[src/hw/stndc_pkg.sv]
package stndc_pkg;
  // ----------------------------------------------------------------
  // geometry and field widths
  // ----------------------------------------------------------------
  localparam int STNDC_ROWS = 160;
  localparam int STNDC_ROW_W = 8;
  localparam logic [7:0] STNDC_MUX_FULL = 8'ha0;

  // ----------------------------------------------------------------
  // line rate scaling thresholds
  // ----------------------------------------------------------------
  localparam logic [7:0] STNDC_THR_109 = 8'h6d;
  localparam logic [7:0] STNDC_THR_108 = 8'h6c;
  localparam logic [7:0] STNDC_THR_80 = 8'h50;
  localparam logic [7:0] STNDC_THR_56 = 8'h38;
  localparam logic [7:0] STNDC_THR_40 = 8'h28;
  // divisors expressed in half steps (x2): 1, 1.5, 2, 3, 4
  localparam logic [3:0] STNDC_DIV2_1 = 4'h2;
  localparam logic [3:0] STNDC_DIV2_15 = 4'h3;
  localparam logic [3:0] STNDC_DIV2_2 = 4'h4;
  localparam logic [3:0] STNDC_DIV2_3 = 4'h6;
  localparam logic [3:0] STNDC_DIV2_4 = 4'h8;
  // extra divide applied in on/off modulation mode
  localparam logic [3:0] STNDC_ONOFF_MUL = 4'h2;

  // ----------------------------------------------------------------
  // base line periods in system clocks for the four line rate codes
  // ----------------------------------------------------------------
  localparam logic [11:0] STNDC_LINE_P0 = 12'h1e0;
  localparam logic [11:0] STNDC_LINE_P1 = 12'h190;
  localparam logic [11:0] STNDC_LINE_P2 = 12'h154;
  localparam logic [11:0] STNDC_LINE_P3 = 12'h10e;

  // ----------------------------------------------------------------
  // bias ratios and temperature coefficients (x100 percent per degree)
  // ----------------------------------------------------------------
  localparam logic [3:0] STNDC_BIAS_0 = 4'h5;
  localparam logic [3:0] STNDC_BIAS_1 = 4'ha;
  localparam logic [3:0] STNDC_BIAS_2 = 4'hb;
  localparam logic [3:0] STNDC_BIAS_3 = 4'hc;
  localparam logic [4:0] STNDC_TC_0 = 5'h00;
  localparam logic [4:0] STNDC_TC_1 = 5'h05;
  localparam logic [4:0] STNDC_TC_2 = 5'h0f;
  localparam logic [4:0] STNDC_TC_3 = 5'h19;

  // ----------------------------------------------------------------
  // power sequence timing
  // ----------------------------------------------------------------
  localparam int STNDC_CLK_MHZ = 10;
  localparam int STNDC_WAKE_US = 20;
  localparam int STNDC_SUPPLY_US = 100;
  localparam int STNDC_WAKE_CYC = STNDC_WAKE_US * STNDC_CLK_MHZ;
  localparam int STNDC_SUPPLY_CYC = STNDC_SUPPLY_US * STNDC_CLK_MHZ;

  // ----------------------------------------------------------------
  // reset values
  // ----------------------------------------------------------------
  localparam logic STNDC_RST_COLOR_16 = 1'b1;

  typedef enum logic [1:0] {
    STNDC_SLEEP,
    STNDC_WAKE,
    STNDC_SUPPLY,
    STNDC_ACTIVE
  } stndc_pwr_e;
endpackage

[src/hw/stndc_color_conv.sv]
// pixel write path: 12-bit or 16-bit input into the 5-6-5 RAM word
module stndc_color_conv
  import stndc_pkg::*;
(
  input wire logic sys_clk,
  input wire logic rstn,
  input wire logic color_12bit_mode,
  input wire logic wr_valid,
  input wire logic [15:0] wr_pixel,
  output logic ram_we,
  output logic [15:0] ram_word
);
  // ----------------------------------------------------------------
  // conversion
  // ----------------------------------------------------------------
  logic [15:0] conv;
  logic next_ram_we;
  logic [15:0] next_ram_word;

  // widen each 4-bit component by copying its top bits downward
  always_comb begin
    conv = {wr_pixel[11:8], wr_pixel[11],
            wr_pixel[7:4], wr_pixel[7:6],
            wr_pixel[3:0], wr_pixel[3]};
    next_ram_we = wr_valid;
    // mode sampled per write only, stored words are never revisited
    next_ram_word = color_12bit_mode ? conv : wr_pixel;
  end

  // register the write toward the RAM
  always_ff @(posedge sys_clk or negedge rstn) begin
    if (!rstn) begin
      ram_we <= 1'b0;
      ram_word <= 16'h0000;
    end else begin
      ram_we <= next_ram_we;
      ram_word <= next_ram_word;
    end
  end
endmodule

[src/hw/stndc_seg_out.sv]
// column data path: all-on, invert and idle shorting of the columns
module stndc_seg_out
  import stndc_pkg::*;
#(
  parameter int COLS = 8
)
(
  input wire logic sys_clk,
  input wire logic rstn,
  input wire logic drivers_on,
  input wire logic all_on_flag,
  input wire logic invert_flag,
  input wire logic [COLS-1:0] ram_data,
  output logic [COLS-1:0] column_driver,
  output logic column_short
);
  // ----------------------------------------------------------------
  // per column select
  // ----------------------------------------------------------------
  logic [COLS-1:0] next_col;

  // enable overrides both flags; RAM data is only read, never written
  genvar g;
  generate
    for (g = 0; g < COLS; g++) begin : g_col
      assign next_col[g] = !drivers_on ? 1'b0 :
                           all_on_flag ? 1'b1 :
                           ram_data[g] ^ invert_flag;
    end
  endgenerate

  // idle columns are tied together for zero DC
  always_ff @(posedge sys_clk or negedge rstn) begin
    if (!rstn) begin
      column_driver <= '0;
      column_short <= 1'b1;
    end else begin
      column_driver <= next_col;
      column_short <= !drivers_on;
    end
  end
endmodule

[src/hw/stndc_top.sv]
// Behaviour
// - two-bit bias select maps codes 0..3 to bias ratios 5, 10, 11, 12
// - two-bit temp select picks 0, -0.05, -0.15, -0.25 percent per degree
// - pump source bit chooses internal charge pump or external high supply
// - internal drive level set from bias, 8-bit contrast trim, temp select
// - two-bit line rate field picks one of four line rates
// - mux above 109: frames at line rate over mux, no scaling
// - mux at 108, 80, 56, 40 divides line rate by 1.5, 2, 3, 4
// - on/off modulation mode lowers the line rate further
// - enable bit sets drivers idle or active; idle columns tied together
// - clearing enable idles drivers and enters sleep
// - setting enable: leave sleep, restore supplies, then drive rows and columns
// - driver enable overrides all-on and invert flags
// - all-on with drivers enabled forces every column on, RAM untouched
// - invert flag outputs bit-wise inverse of RAM data
// - fixed top and bottom rows excluded from scroll offset
// - each of 160 row drivers maps to a fixed panel row
// - two software-selectable modes: 32-shade and on/off
// - switching modulation mode never alters RAM contents
// - 12-bit input extended to 5-6-5 before storing
// - 16-bit input is reset default, stored directly as 5-6-5
// - changing input color mode leaves stored RAM data alone
// - timing runs from internal clock, no external components
// - partial display shrinks mux to span, plus fixed rows times two when scroll bit set
module stndc_top
  import stndc_pkg::*;
#(
  parameter int COLS = 8,
  parameter int WAKE_CYC = STNDC_WAKE_CYC,
  parameter int SUPPLY_CYC = STNDC_SUPPLY_CYC
)
(
  input wire logic sys_clk,
  input wire logic rstn,
  input wire logic [1:0] bias_ratio_select,
  input wire logic [1:0] temp_comp_select,
  input wire logic [7:0] contrast_trim_value,
  input wire logic pump_source_bit,
  input wire logic [1:0] line_rate_field,
  input wire logic driver_enable_bit,
  input wire logic all_on_flag,
  input wire logic invert_flag,
  input wire logic onoff_mode,
  input wire logic partial_display_enable,
  input wire logic partial_scroll_bit,
  input wire logic [7:0] active_row_first,
  input wire logic [7:0] active_row_last,
  input wire logic [7:0] fixed_top_rows,
  input wire logic [7:0] fixed_bottom_rows,
  input wire logic [7:0] scroll_line_offset,
  input wire logic color_12bit_mode,
  input wire logic wr_valid,
  input wire logic [15:0] wr_pixel,
  input wire logic [COLS-1:0] ram_data,
  output logic ram_we,
  output logic [15:0] ram_word,
  output logic [7:0] ram_row,
  output logic [7:0] row_driver,
  output logic row_pulse,
  output logic [COLS-1:0] column_driver,
  output logic column_short,
  output logic sleep_state,
  output logic supply_on,
  output logic pump_internal,
  output logic [3:0] bias_ratio,
  output logic [4:0] temp_coeff,
  output logic [7:0] pump_level,
  output logic [7:0] mux_rate,
  output logic [4:0] line_div2,
  output logic frame_pulse
);
  // ----------------------------------------------------------------
  // lookup helpers
  // ----------------------------------------------------------------
  function automatic logic [11:0] base_period(input logic [1:0] code);
    case (code)
      2'd0: base_period = STNDC_LINE_P0;
      2'd1: base_period = STNDC_LINE_P1;
      2'd2: base_period = STNDC_LINE_P2;
      default: base_period = STNDC_LINE_P3;
    endcase
  endfunction

  // smallest threshold still at or above the mux carries the largest divide
  function automatic logic [3:0] mux_div2(input logic [7:0] mux);
    if (mux <= STNDC_THR_40) mux_div2 = STNDC_DIV2_4;
    else if (mux <= STNDC_THR_56) mux_div2 = STNDC_DIV2_3;
    else if (mux <= STNDC_THR_80) mux_div2 = STNDC_DIV2_2;
    else if (mux <= STNDC_THR_108) mux_div2 = STNDC_DIV2_15;
    else mux_div2 = STNDC_DIV2_1;
  endfunction

  // ----------------------------------------------------------------
  // power sequencing state
  // ----------------------------------------------------------------
  stndc_pwr_e pwr, next_pwr;
  logic [15:0] pwr_cnt, next_pwr_cnt;
  logic drivers_on;

  // wake, then supplies, then drivers; dropping enable always sleeps
  always_comb begin
    next_pwr = pwr;
    next_pwr_cnt = pwr_cnt;
    case (pwr)
      STNDC_SLEEP: begin
        next_pwr_cnt = 16'h0000;
        if (driver_enable_bit) begin
          next_pwr = STNDC_WAKE;
        end
      end
      STNDC_WAKE: begin
        next_pwr_cnt = pwr_cnt + 16'h0001;
        if (pwr_cnt == 16'(WAKE_CYC - 1)) begin
          next_pwr = STNDC_SUPPLY;
          next_pwr_cnt = 16'h0000;
        end
      end
      STNDC_SUPPLY: begin
        next_pwr_cnt = pwr_cnt + 16'h0001;
        if (pwr_cnt == 16'(SUPPLY_CYC - 1)) begin
          next_pwr = STNDC_ACTIVE;
        end
      end
      STNDC_ACTIVE: next_pwr_cnt = 16'h0000;
      default: next_pwr = STNDC_SLEEP;
    endcase
    if (!driver_enable_bit) begin
      next_pwr = STNDC_SLEEP;
      next_pwr_cnt = 16'h0000;
    end
  end

  always_ff @(posedge sys_clk or negedge rstn) begin
    if (!rstn) begin
      pwr <= STNDC_SLEEP;
      pwr_cnt <= 16'h0000;
    end else begin
      pwr <= next_pwr;
      pwr_cnt <= next_pwr_cnt;
    end
  end

  assign drivers_on = (pwr == STNDC_ACTIVE);

  // ----------------------------------------------------------------
  // drive voltage settings
  // ----------------------------------------------------------------
  logic [3:0] next_bias;
  logic [4:0] next_tc;

  // analog generator takes decoded ratio, coefficient and trim code
  always_comb begin
    case (bias_ratio_select)
      2'd0: next_bias = STNDC_BIAS_0;
      2'd1: next_bias = STNDC_BIAS_1;
      2'd2: next_bias = STNDC_BIAS_2;
      default: next_bias = STNDC_BIAS_3;
    endcase
    case (temp_comp_select)
      2'd0: next_tc = STNDC_TC_0;
      2'd1: next_tc = STNDC_TC_1;
      2'd2: next_tc = STNDC_TC_2;
      default: next_tc = STNDC_TC_3;
    endcase
  end

  // pump runs internal whenever the source bit is clear, asleep or not; level always follows trim
  always_ff @(posedge sys_clk or negedge rstn) begin
    if (!rstn) begin
      bias_ratio <= STNDC_BIAS_0;
      temp_coeff <= STNDC_TC_0;
      pump_level <= 8'h00;
      pump_internal <= 1'b0;
      supply_on <= 1'b0;
      sleep_state <= 1'b1;
    end else begin
      bias_ratio <= next_bias;
      temp_coeff <= next_tc;
      pump_level <= contrast_trim_value;
      pump_internal <= !pump_source_bit;
      supply_on <= (next_pwr == STNDC_SUPPLY) || (next_pwr == STNDC_ACTIVE);
      sleep_state <= (next_pwr == STNDC_SLEEP);
    end
  end

  // ----------------------------------------------------------------
  // mux rate and line timing
  // ----------------------------------------------------------------
  logic [7:0] next_mux;
  logic [8:0] fixed_sum;
  logic [9:0] span;
  logic [4:0] next_div2;
  logic [19:0] line_len;
  logic [19:0] line_cnt, next_line_cnt;
  logic [7:0] scan, next_scan;
  logic line_end;

  // partial mode narrows the scan to the active span
  always_comb begin
    fixed_sum = 9'(fixed_top_rows) + 9'(fixed_bottom_rows);
    span = 10'(active_row_last) - 10'(active_row_first) + 10'h001;
    if (partial_scroll_bit) begin
      span = span + 10'({fixed_sum, 1'b0});
    end
    if (!partial_display_enable) begin
      next_mux = STNDC_MUX_FULL;
    end else if (span > 10'(STNDC_MUX_FULL)) begin
      next_mux = STNDC_MUX_FULL;
    end else begin
      next_mux = span[7:0];
    end
    next_div2 = {1'b0, mux_div2(mux_rate)};
    // one spare bit: divide by four doubled in on/off mode reaches 16
    if (onoff_mode) begin
      next_div2 = 5'(next_div2 * 5'(STNDC_ONOFF_MUL));
    end
  end

  // line period = base * (div2 / 2); slower line, fewer transitions
  assign line_len = 20'(base_period(line_rate_field) * line_div2) >> 1;
  assign line_end = (line_cnt >= line_len - 20'h00001);

  // scan counter driven purely by the internal clock
  always_comb begin
    next_line_cnt = line_end ? 20'h00000 : line_cnt + 20'h00001;
    next_scan = scan;
    if (line_end) begin
      next_scan = (scan >= mux_rate - 8'h01) ? 8'h00 : scan + 8'h01;
    end
  end

  always_ff @(posedge sys_clk or negedge rstn) begin
    if (!rstn) begin
      mux_rate <= STNDC_MUX_FULL;
      line_div2 <= {1'b0, STNDC_DIV2_1};
      line_cnt <= 20'h00000;
      scan <= 8'h00;
    end else begin
      mux_rate <= next_mux;
      line_div2 <= next_div2;
      line_cnt <= next_line_cnt;
      scan <= next_scan;
    end
  end

  // ----------------------------------------------------------------
  // row selection and RAM row addressing
  // ----------------------------------------------------------------
  logic [7:0] phys_row;
  logic [8:0] scrolled;
  logic [7:0] next_ram_row;
  logic in_fixed;

  // physical row never moves; only RAM lookup scrolls
  always_comb begin
    phys_row = partial_display_enable ? 8'(active_row_first + scan) : scan;
    if (phys_row >= STNDC_MUX_FULL) begin
      phys_row = 8'(phys_row - STNDC_MUX_FULL);
    end
    in_fixed = (phys_row < fixed_top_rows) ||
               (9'(phys_row) >= 9'(STNDC_MUX_FULL) - 9'(fixed_bottom_rows));
    scrolled = 9'(phys_row) + 9'(scroll_line_offset);
    if (scrolled >= 9'(STNDC_MUX_FULL)) begin
      scrolled = scrolled - 9'(STNDC_MUX_FULL);
    end
    next_ram_row = in_fixed ? phys_row : scrolled[7:0];
  end

  always_ff @(posedge sys_clk or negedge rstn) begin
    if (!rstn) begin
      row_driver <= 8'h00;
      row_pulse <= 1'b0;
      ram_row <= 8'h00;
      frame_pulse <= 1'b0;
    end else begin
      row_driver <= phys_row;
      row_pulse <= drivers_on && line_end;
      ram_row <= next_ram_row;
      frame_pulse <= line_end && (next_scan == 8'h00);
    end
  end

  // ----------------------------------------------------------------
  // datapath submodules (mode bits never rewrite stored RAM words)
  // ----------------------------------------------------------------
  stndc_seg_out #(.COLS(COLS)) u_seg (
    .sys_clk(sys_clk),
    .rstn(rstn),
    .drivers_on(drivers_on),
    .all_on_flag(all_on_flag),
    .invert_flag(invert_flag),
    .ram_data(ram_data),
    .column_driver(column_driver),
    .column_short(column_short)
  );

  stndc_color_conv u_conv (
    .sys_clk(sys_clk),
    .rstn(rstn),
    .color_12bit_mode(color_12bit_mode),
    .wr_valid(wr_valid),
    .wr_pixel(wr_pixel),
    .ram_we(ram_we),
    .ram_word(ram_word)
  );
endmodule

[config.mk]
export PLATFORM = sky130hd
export DESIGN_NAME = stndc_top
export DESIGN_NICKNAME = d
export VERILOG_FILES = /design/src/hw/stndc_pkg.sv /design/src/hw/stndc_color_conv.sv /design/src/hw/stndc_seg_out.sv /design/src/hw/stndc_top.sv
export SDC_FILE = /design/constraint.sdc
export NUM_CORES = 1
export LEC_CHECK = 0
export BUFFER_PORTS_ARGS = -buffer_cell sky130_fd_sc_hd__clkbuf_2
export CAP_MARGIN = 25
export CORE_MARGIN = 2
export CORE_UTILIZATION = 30
export CTS_CLUSTER_SIZE = 40
export DETAILED_ROUTE_END_ITERATION = 10
export GPL_TIMING_DRIVEN = 0
export PLACE_DENSITY = 0.45
export SLEW_MARGIN = 10
export SYNTH_ARGS = -nofsm -noshare
export SYNTH_HDL_FRONTEND = slang
export SYNTH_HIERARCHICAL = 1
export SYNTH_SLANG_ARGS = --single-unit
[constraint.sdc]
create_clock -name sys_clk -period 7.8 [get_ports sys_clk]
set_clock_uncertainty 0.15 [all_clocks]
set_input_delay 0.39 -clock sys_clk [delete_from_list [all_inputs] [get_ports sys_clk]]
set_output_delay 0.39 -clock sys_clk [all_outputs]
set_load 0.01 [all_outputs]
==> results.toml, run 1 <==
[outcome]
status = "complete, no violations"

[drt]
drtAntennaViolNets = 0
dr_total_vias = 7491
drt_pass1_iterations = 5
routedWlPerCell_microns = 14.01
remaining_drc_errors = 0
wirelength_microns = 22610
drt_iter0_drc = 281
viasPerCell = 4.641

[placed_design]
gp_congestion = 0.7959
io_buffers = 161
hpwlAfterDp_microns = 18140
dpl_worst_slack_ps = 328.6
post-place-cells = 1567

[final_layout]
final_cell_mix = "clkbuf_2 (160), ha_1 (128), dfrtp_1 (116)"
multi_input_area_sq_um = 6086
layout.cells.non_filler = 1614
seq_area_sq_um = 3087
mostFrequentLayoutCell = "clkbuf_2"
nNetsFinal = 1437
layout-drive-gt1-share_pct = 20.17
fill_cells = 3276
syn_to_final_growth_pct = 21.40

[cts]
clkTransAtPathRegs_ps = 60
h-tree-depth = 4
cts.sinks = 123
cts_resized = 0
clock_path_buffers = 2
cts_tree = "done"
cts_setup_buffers = 0
cts_root_buf = "clkbuf_16"
cts_buffers = 17
clock_latency_ps = 420

[sta]
tightest_slew_ps = 954.9
fin_setup_tns_ps = 0
rsz0062_at_grt = "no"
finalCriticalPeriod_ps = 6882
fmax_mhz = 145.3
setup_viol = 0
drv_slew = 0
fin_crit_sh_pct = 88.23
finalHoldViolations = 0
relSlewSlack_pct = 35.67
layout_setup_ws_ps = 918.3

[grt]
grt_pass1_vias = 7872
antenna_found_initial = 4
grt-ovfl-total = 0
grt_pass1_wl_microns = 38810
grtUsageTotal_pct = 14.36
grt_max_degree = 92

[critical_path]
crit_path_start_kind = "register"
crit_start = "line_div2[4]"
worstPathMaxFanout = 10
cp.arrival_ps = 7000
cp.required_ps = 7920
end_kind = "register"
r2r_start = "line_div2[4]"
criticalPathCategory = "register to register"

[pwr]
leakage_nw = 5.817
p_per_area_nw_per_um2 = 257.5
finalPower_mw = 3.001
vdd_drop_max_v = 0.0001837

[synthesis]
yosysUniqueCellTypes = 70
synthArstFlopShare_pct = 100.0
synth_top_cell_area_share_pct = 30.23
synth_edf_count = 0
yosys_register_bits = 123
synth_area_leader_cell = "dfrtp_1"
netlist_area_sq_um = 9602
synth_nets = 1243
avgSynthCellArea_sq_um = 9.573
syn_inst = 1003
synth_warnings = 6
yosys-top-cells-area = "dfrtp_1 (30%), ha_1 (17%), xnor2_1 (5.3%), fa_1 (4.8%), xor2_1 (4.7%)"
yosysSeqAreaShare_pct = 32.15
synth_ff_type = "dfrtp_1"

[floorplanning]
rows = 65
die_h_microns = 182.9
dieArea_sq_um = 33450
io_pins = 166
core_area_sq_um = 31560
die_w_microns = 182.9
start_util_pct = 30.43

[min_path]
worstHoldStart = "wr_pixel[13]"
holdCritPathClass = "input port to register"

[job]
drv_cap = 0
-- critical path, stage by stage, from the launching register on --
cell      delay, ps
dfrtp_1         560
and2_1          240
inv_1            80
fa_1            520
fa_1            530
fa_1            560
inv_1            40
ha_1            320
a21oi_2         230
o21bai_2         90
a21oi_2         140
xnor2_1         140
or4_4           610
nor3_1          270
nand4_1         250
ha_1            380
nand4_1         130
nor2_1          170
a21oi_1          80
o211ai_1        100
a41o_1          160
clkbuf_1        370
clkbuf_1        460
o22ai_1         140
-- path summary, 6_finish.rpt --
| kind | slack (ps) | cells past startpoint | to |
|---|---|---|---|
| max in group asynchronous | 6400 | 3 | bias_ratio[2] |
| worst max register to register | 920 | 23 | scan[3] |
| worst max-delay path | 920 | 23 | scan[3] |
| worst min-delay path | 50 | 2 | u_conv/ram_word[13] |
| min in group asynchronous | 310 | 2 | line_div2[4] |
| worst min register to register | 340 | 1 | pwr_cnt[0] |
-- registers in the layout, indices dropped and copies added (netlist names), 2 cells and up --
name / cells
line_cnt: 20
ram_row: 8
row_driver: 8
line_div2: 5
u_conv/ram_word: 16
pump_level: 8
pwr_cnt: 16
temp_coeff: 5
mux_rate: 8
u_seg/column_driver: 8
scan: 8
pwr: 2
bias_ratio: 4
-- through the flow --
| stage | instance area [sq um] | utilization, % | hold WS (ps) |
|---|---|---|---|
| final | 11660 | 36.94 | 46.89 |
| after global routing | 11650 | 36.92 | 29.58 |
| after CTS | 11650 | 36.92 | 24.60 |
| after detailed placement | 10950 | 34.69 | 178.1 |
| after global placement | 10910 | 34.58 | 334.6 |
| after floorplan | 9602 | - | -55.59 |
-- per-layer routing --
metal / GRT usage (%) / up-vias / wire length, microns
li1: - / 3833 / -
met5: 0 / - / 13
met1: 17.89 / 3497 / 10300
met4: 2.688 / 2 / 81
met2: 24.11 / 152 / 10530
met3: 5.183 / 7 / 1686
-- synth_stat cells, drive strengths merged, types with 4 or more instances --
library cell	n
buf	5
inv	90
nor3	23
xor2	52
nor2b	13
dfrtp	116
a211oi	4
nand4	14
a22o	6
o211ai	4
nor4	7
fa	23
nand3	30
nor2	94
o21bai	6
a21o	26
nand2b	12
or2	6
mux2i	9
a21oi	55
o21ai	33
o21a	23
ha	128
dfstp	7
and3	8
xnor2	58
clkbuf	11
or3	4
and2	17
mux2	24
nand2	54
-- final cells by class --
class | instances | share of cell area [%]
tap | 402 | 4.315
clock buffer | 19 | 3.886
sequential | 123 | 26.48
clock inverter | 13 | 1.041
buffer | 16 | 0.7836
timing repair buffer | 175 | 8.340
inverter | 90 | 2.898
multi-input combinational | 774 | 52.21
antenna | 2 | 0.04294
-- power breakdown --
part	leakage, nW	internal (mW)	total, mW	switching, mW
clock	0.267	0.455	0.766	0.310
sequential	1.56	0.733	0.813	0.0803
combinational	3.99	0.634	1.42	0.789
total	5.82	1.82	3.00	1.18
-- cells by family after synthesis --
family                     count (synthesis)  synth area share [%]
adders and majority gates                151                 21.48
AOI/OAI and AO/OA                        182                 12.35
muxes                                     33                 4.144
DFF                                      123                 32.15
and+or+nand+nor                          298                 15.38
xor gates and xnor gates                 110                 10.03
buffers and inverters                    106                 4.470
-- what timing repair did --
item | 4_1_cts | 5_1_grt
endpoints found under the hold margin | 44 | 0
hold buffers | 13 | 0
endpoints found under the setup margin | 0 | 0
(Power assumes the default switching activity.)
==> inputs of run 2 (changes only) <==
BUFFER_PORTS_ARGS = not set   (was -buffer_cell sky130_fd_sc_hd__clkbuf_2)
CORE_MARGIN = not set   (was 2)
DONT_BUFFER_PORTS = 1   (was not set)
PLACE_DENSITY = 0.41   (was 0.45)
==> run 2 against run 1 <==
  * Register-to-register slack worse by 140 ps
  * Maximum frequency down 2.0%
  * Core utilization down 1.8 points
  * Worst hold slack worse by 6.9 ps
  * Power down 0.68%
  * Setup slack worse by 140 ps
  * Design area down 4.8%
  * Critical path depth unchanged
  * Sequential cell count unchanged
  * Critical path type unchanged
  * Largest cell class unchanged
==> results.toml, run 2 (synthesized netlist as in run 1, its figures left out) <==
[drt]
drt_pass1_iterations = 4
drt_iter0_drc = 244
wirelength_microns = 22520
remaining_drc_errors = 0
viasPerCell = 4.771
dr_total_vias = 7037
routedWlPerCell_microns = 15.27
drtAntennaViolNets = 0

[sta]
finalHoldViolations = 0
finalCriticalPeriod_ps = 7020
layout_setup_ws_ps = 780.4
relSlewSlack_pct = 46.32
fin_crit_sh_pct = 90.00
rsz0062_at_grt = "no"
fmax_mhz = 142.5
drv_slew = 0
tightest_slew_ps = 796.8
setup_viol = 0
fin_setup_tns_ps = 0

[critical_path]
crit_start = "line_div2[4]"
cp.arrival_ps = 7140
end_kind = "register"
r2r_start = "line_div2[4]"
crit_path_start_kind = "register"
cp.required_ps = 7920
r2r_end = "scan[3]"
rrSetupSlack_ps = 780
criticalPathCategory = "register to register"
worstPathMaxFanout = 10
reg2reg_depth = 23

[final_layout]
fill_cells = 3288
nNetsFinal = 1300
largest_register_ffs = 20
top_regs = "line_cnt (20), pwr_cnt (16), u_conv/ram_word (16)"
n_antenna_cell = 0
final_cell_mix = "ha_1 (128), dfrtp_1 (116), nor2_1 (94)"
mostFrequentLayoutCell = "ha_1"
regMostFlops = "line_cnt"
layout-drive-gt1-share_pct = 7.642
syn_to_final_growth_pct = 15.55

[cts]
hold_buffers = 38
clock_path_buffers = 2
h-tree-depth = 4
cts_resized = 0
clock_latency_ps = 420
cts_root_buf = "clkbuf_16"
cts_buffers = 17
cts_tree = "done"
clkTransAtPathRegs_ps = 60
cts_setup_buffers = 0
cts.sinks = 123

[grt]
grt_pass1_wl_microns = 37780
grt_pass1_vias = 7403
antenna_found_initial = 1
grt_max_degree = 124
grt-ovfl-total = 0
grtUsageTotal_pct = 14.51

[placed_design]
dpl_worst_slack_ps = 560.2
gp_congestion = 0.7849
hpwlAfterDp_microns = 17210
io_buffers = 0

[floorplanning]
start_util_pct = 30.43
dieArea_sq_um = 32720
die_h_microns = 180.9
io_pins = 166
core_area_sq_um = 31560
rows = 65
die_w_microns = 180.9

[pwr]
p_seq_share_pct = 28.8
p_sw_mw = 1.180
p_int_mw = 1.801
vdd_drop_max_v = 0.0001558
p_per_area_nw_per_um2 = 268.7
p_comb_share_pct = 44.3
switching_share_pct = 39.58
power.share.clock_pct = 26.9
leakage_nw = 5.257

[min_path]
worstHoldStart = "temp_comp_select[0]"
hold_depth = 2
holdPathEnd = "temp_coeff[2]"
holdCritPathClass = "input port to register"

[job]
drv_cap = 0

[outcome]
status = "complete, no violations"
run 2: cell count changes in the layout (fill, tap and decap cells not counted), moves of 2 or more:
cell	delta
inv_6	+4
dlygate4sd3_1	+24
clkbuf_8	-3
clkbuf_2	-160
diode_2	-2
clkinvlp_4	-4
run 2: final cells by class:
class                   instances  area, sq um  area share (%)
plain buffers                  16        91.34          0.8233
clock buffers                  18        429.2           3.868
clock inverters                14        162.7           1.466
inverters                      90        337.8           3.045
multi-input cells             774         6086           54.86
flip-flops and latches        123         3087           27.82
well taps                     402        503.0           4.534
repair buffers                 38        397.9           3.586
run 2: critical path, stage by stage (launching register included):
cell	delay, ps
dfrtp_1	610
and2_1	250
inv_1	80
fa_1	520
fa_1	520
fa_1	540
inv_1	50
ha_1	310
nor2b_1	270
o21a_1	170
nor2_1	50
xnor2_1	170
or4_4	580
nor3_1	300
nand4_1	270
ha_1	400
nand4_1	140
nor2_1	160
a21oi_1	90
o211ai_1	90
a41o_1	170
clkbuf_1	400
clkbuf_1	440
o22ai_1	130
run 2: stage by stage:
| step | utilization (%) | instances | hold WS [ps] | power [mW] | area (sq um) |
|---|---|---|---|---|---|
| 2_1_floorplan | - | 1003 | -55.59 | 1.877 | 9602 |
| 3_3_place_gp | 32.02 | 1405 | -51.21 | 2.168 | 10100 |
| 3_5_place_dp | 32.02 | 1405 | -48.06 | 2.164 | 10100 |
| 4_1_cts | 35.16 | 1475 | 17.45 | 3.040 | 11090 |
| 5_1_grt | 35.16 | 1475 | 26.12 | 3.258 | 11090 |
| 6_report | 35.16 | 1475 | 40.01 | 2.981 | 11090 |
run 2: worst max path at each step:
stage / slack, ps / to / cells after the start
2_1_floorplan: 1600 / scan[3] / 28
3_3_place_gp: 570 / scan[3] / 26
3_5_place_dp: 560 / scan[3] / 26
4_1_cts: 660 / scan[3] / 23
5_1_grt: 100 / scan[3] / 24
6_report: 780 / scan[3] / 23
run 2: metal layers:
layer | vias up | share of wire [%] | track usage (%)
met5 | - | 0.058 | 0
met2 | 119 | 46 | 23.85
met1 | 3330 | 45 | 17.45
li1 | 3570 | - | -
met4 | 2 | 1.0 | 3.692
met3 | 16 | 7.7 | 5.987
run 2: power groups by stage:
stage          combinational, mW  sequential (mW)  clock (mW)
2_1_floorplan               1.04            0.834           0
3_3_place_gp                1.30            0.873           0
3_5_place_dp                1.30            0.868           0
4_1_cts                     1.35            0.861       0.833
5_1_grt                     1.52            0.874       0.861
6_report                    1.32            0.859       0.801
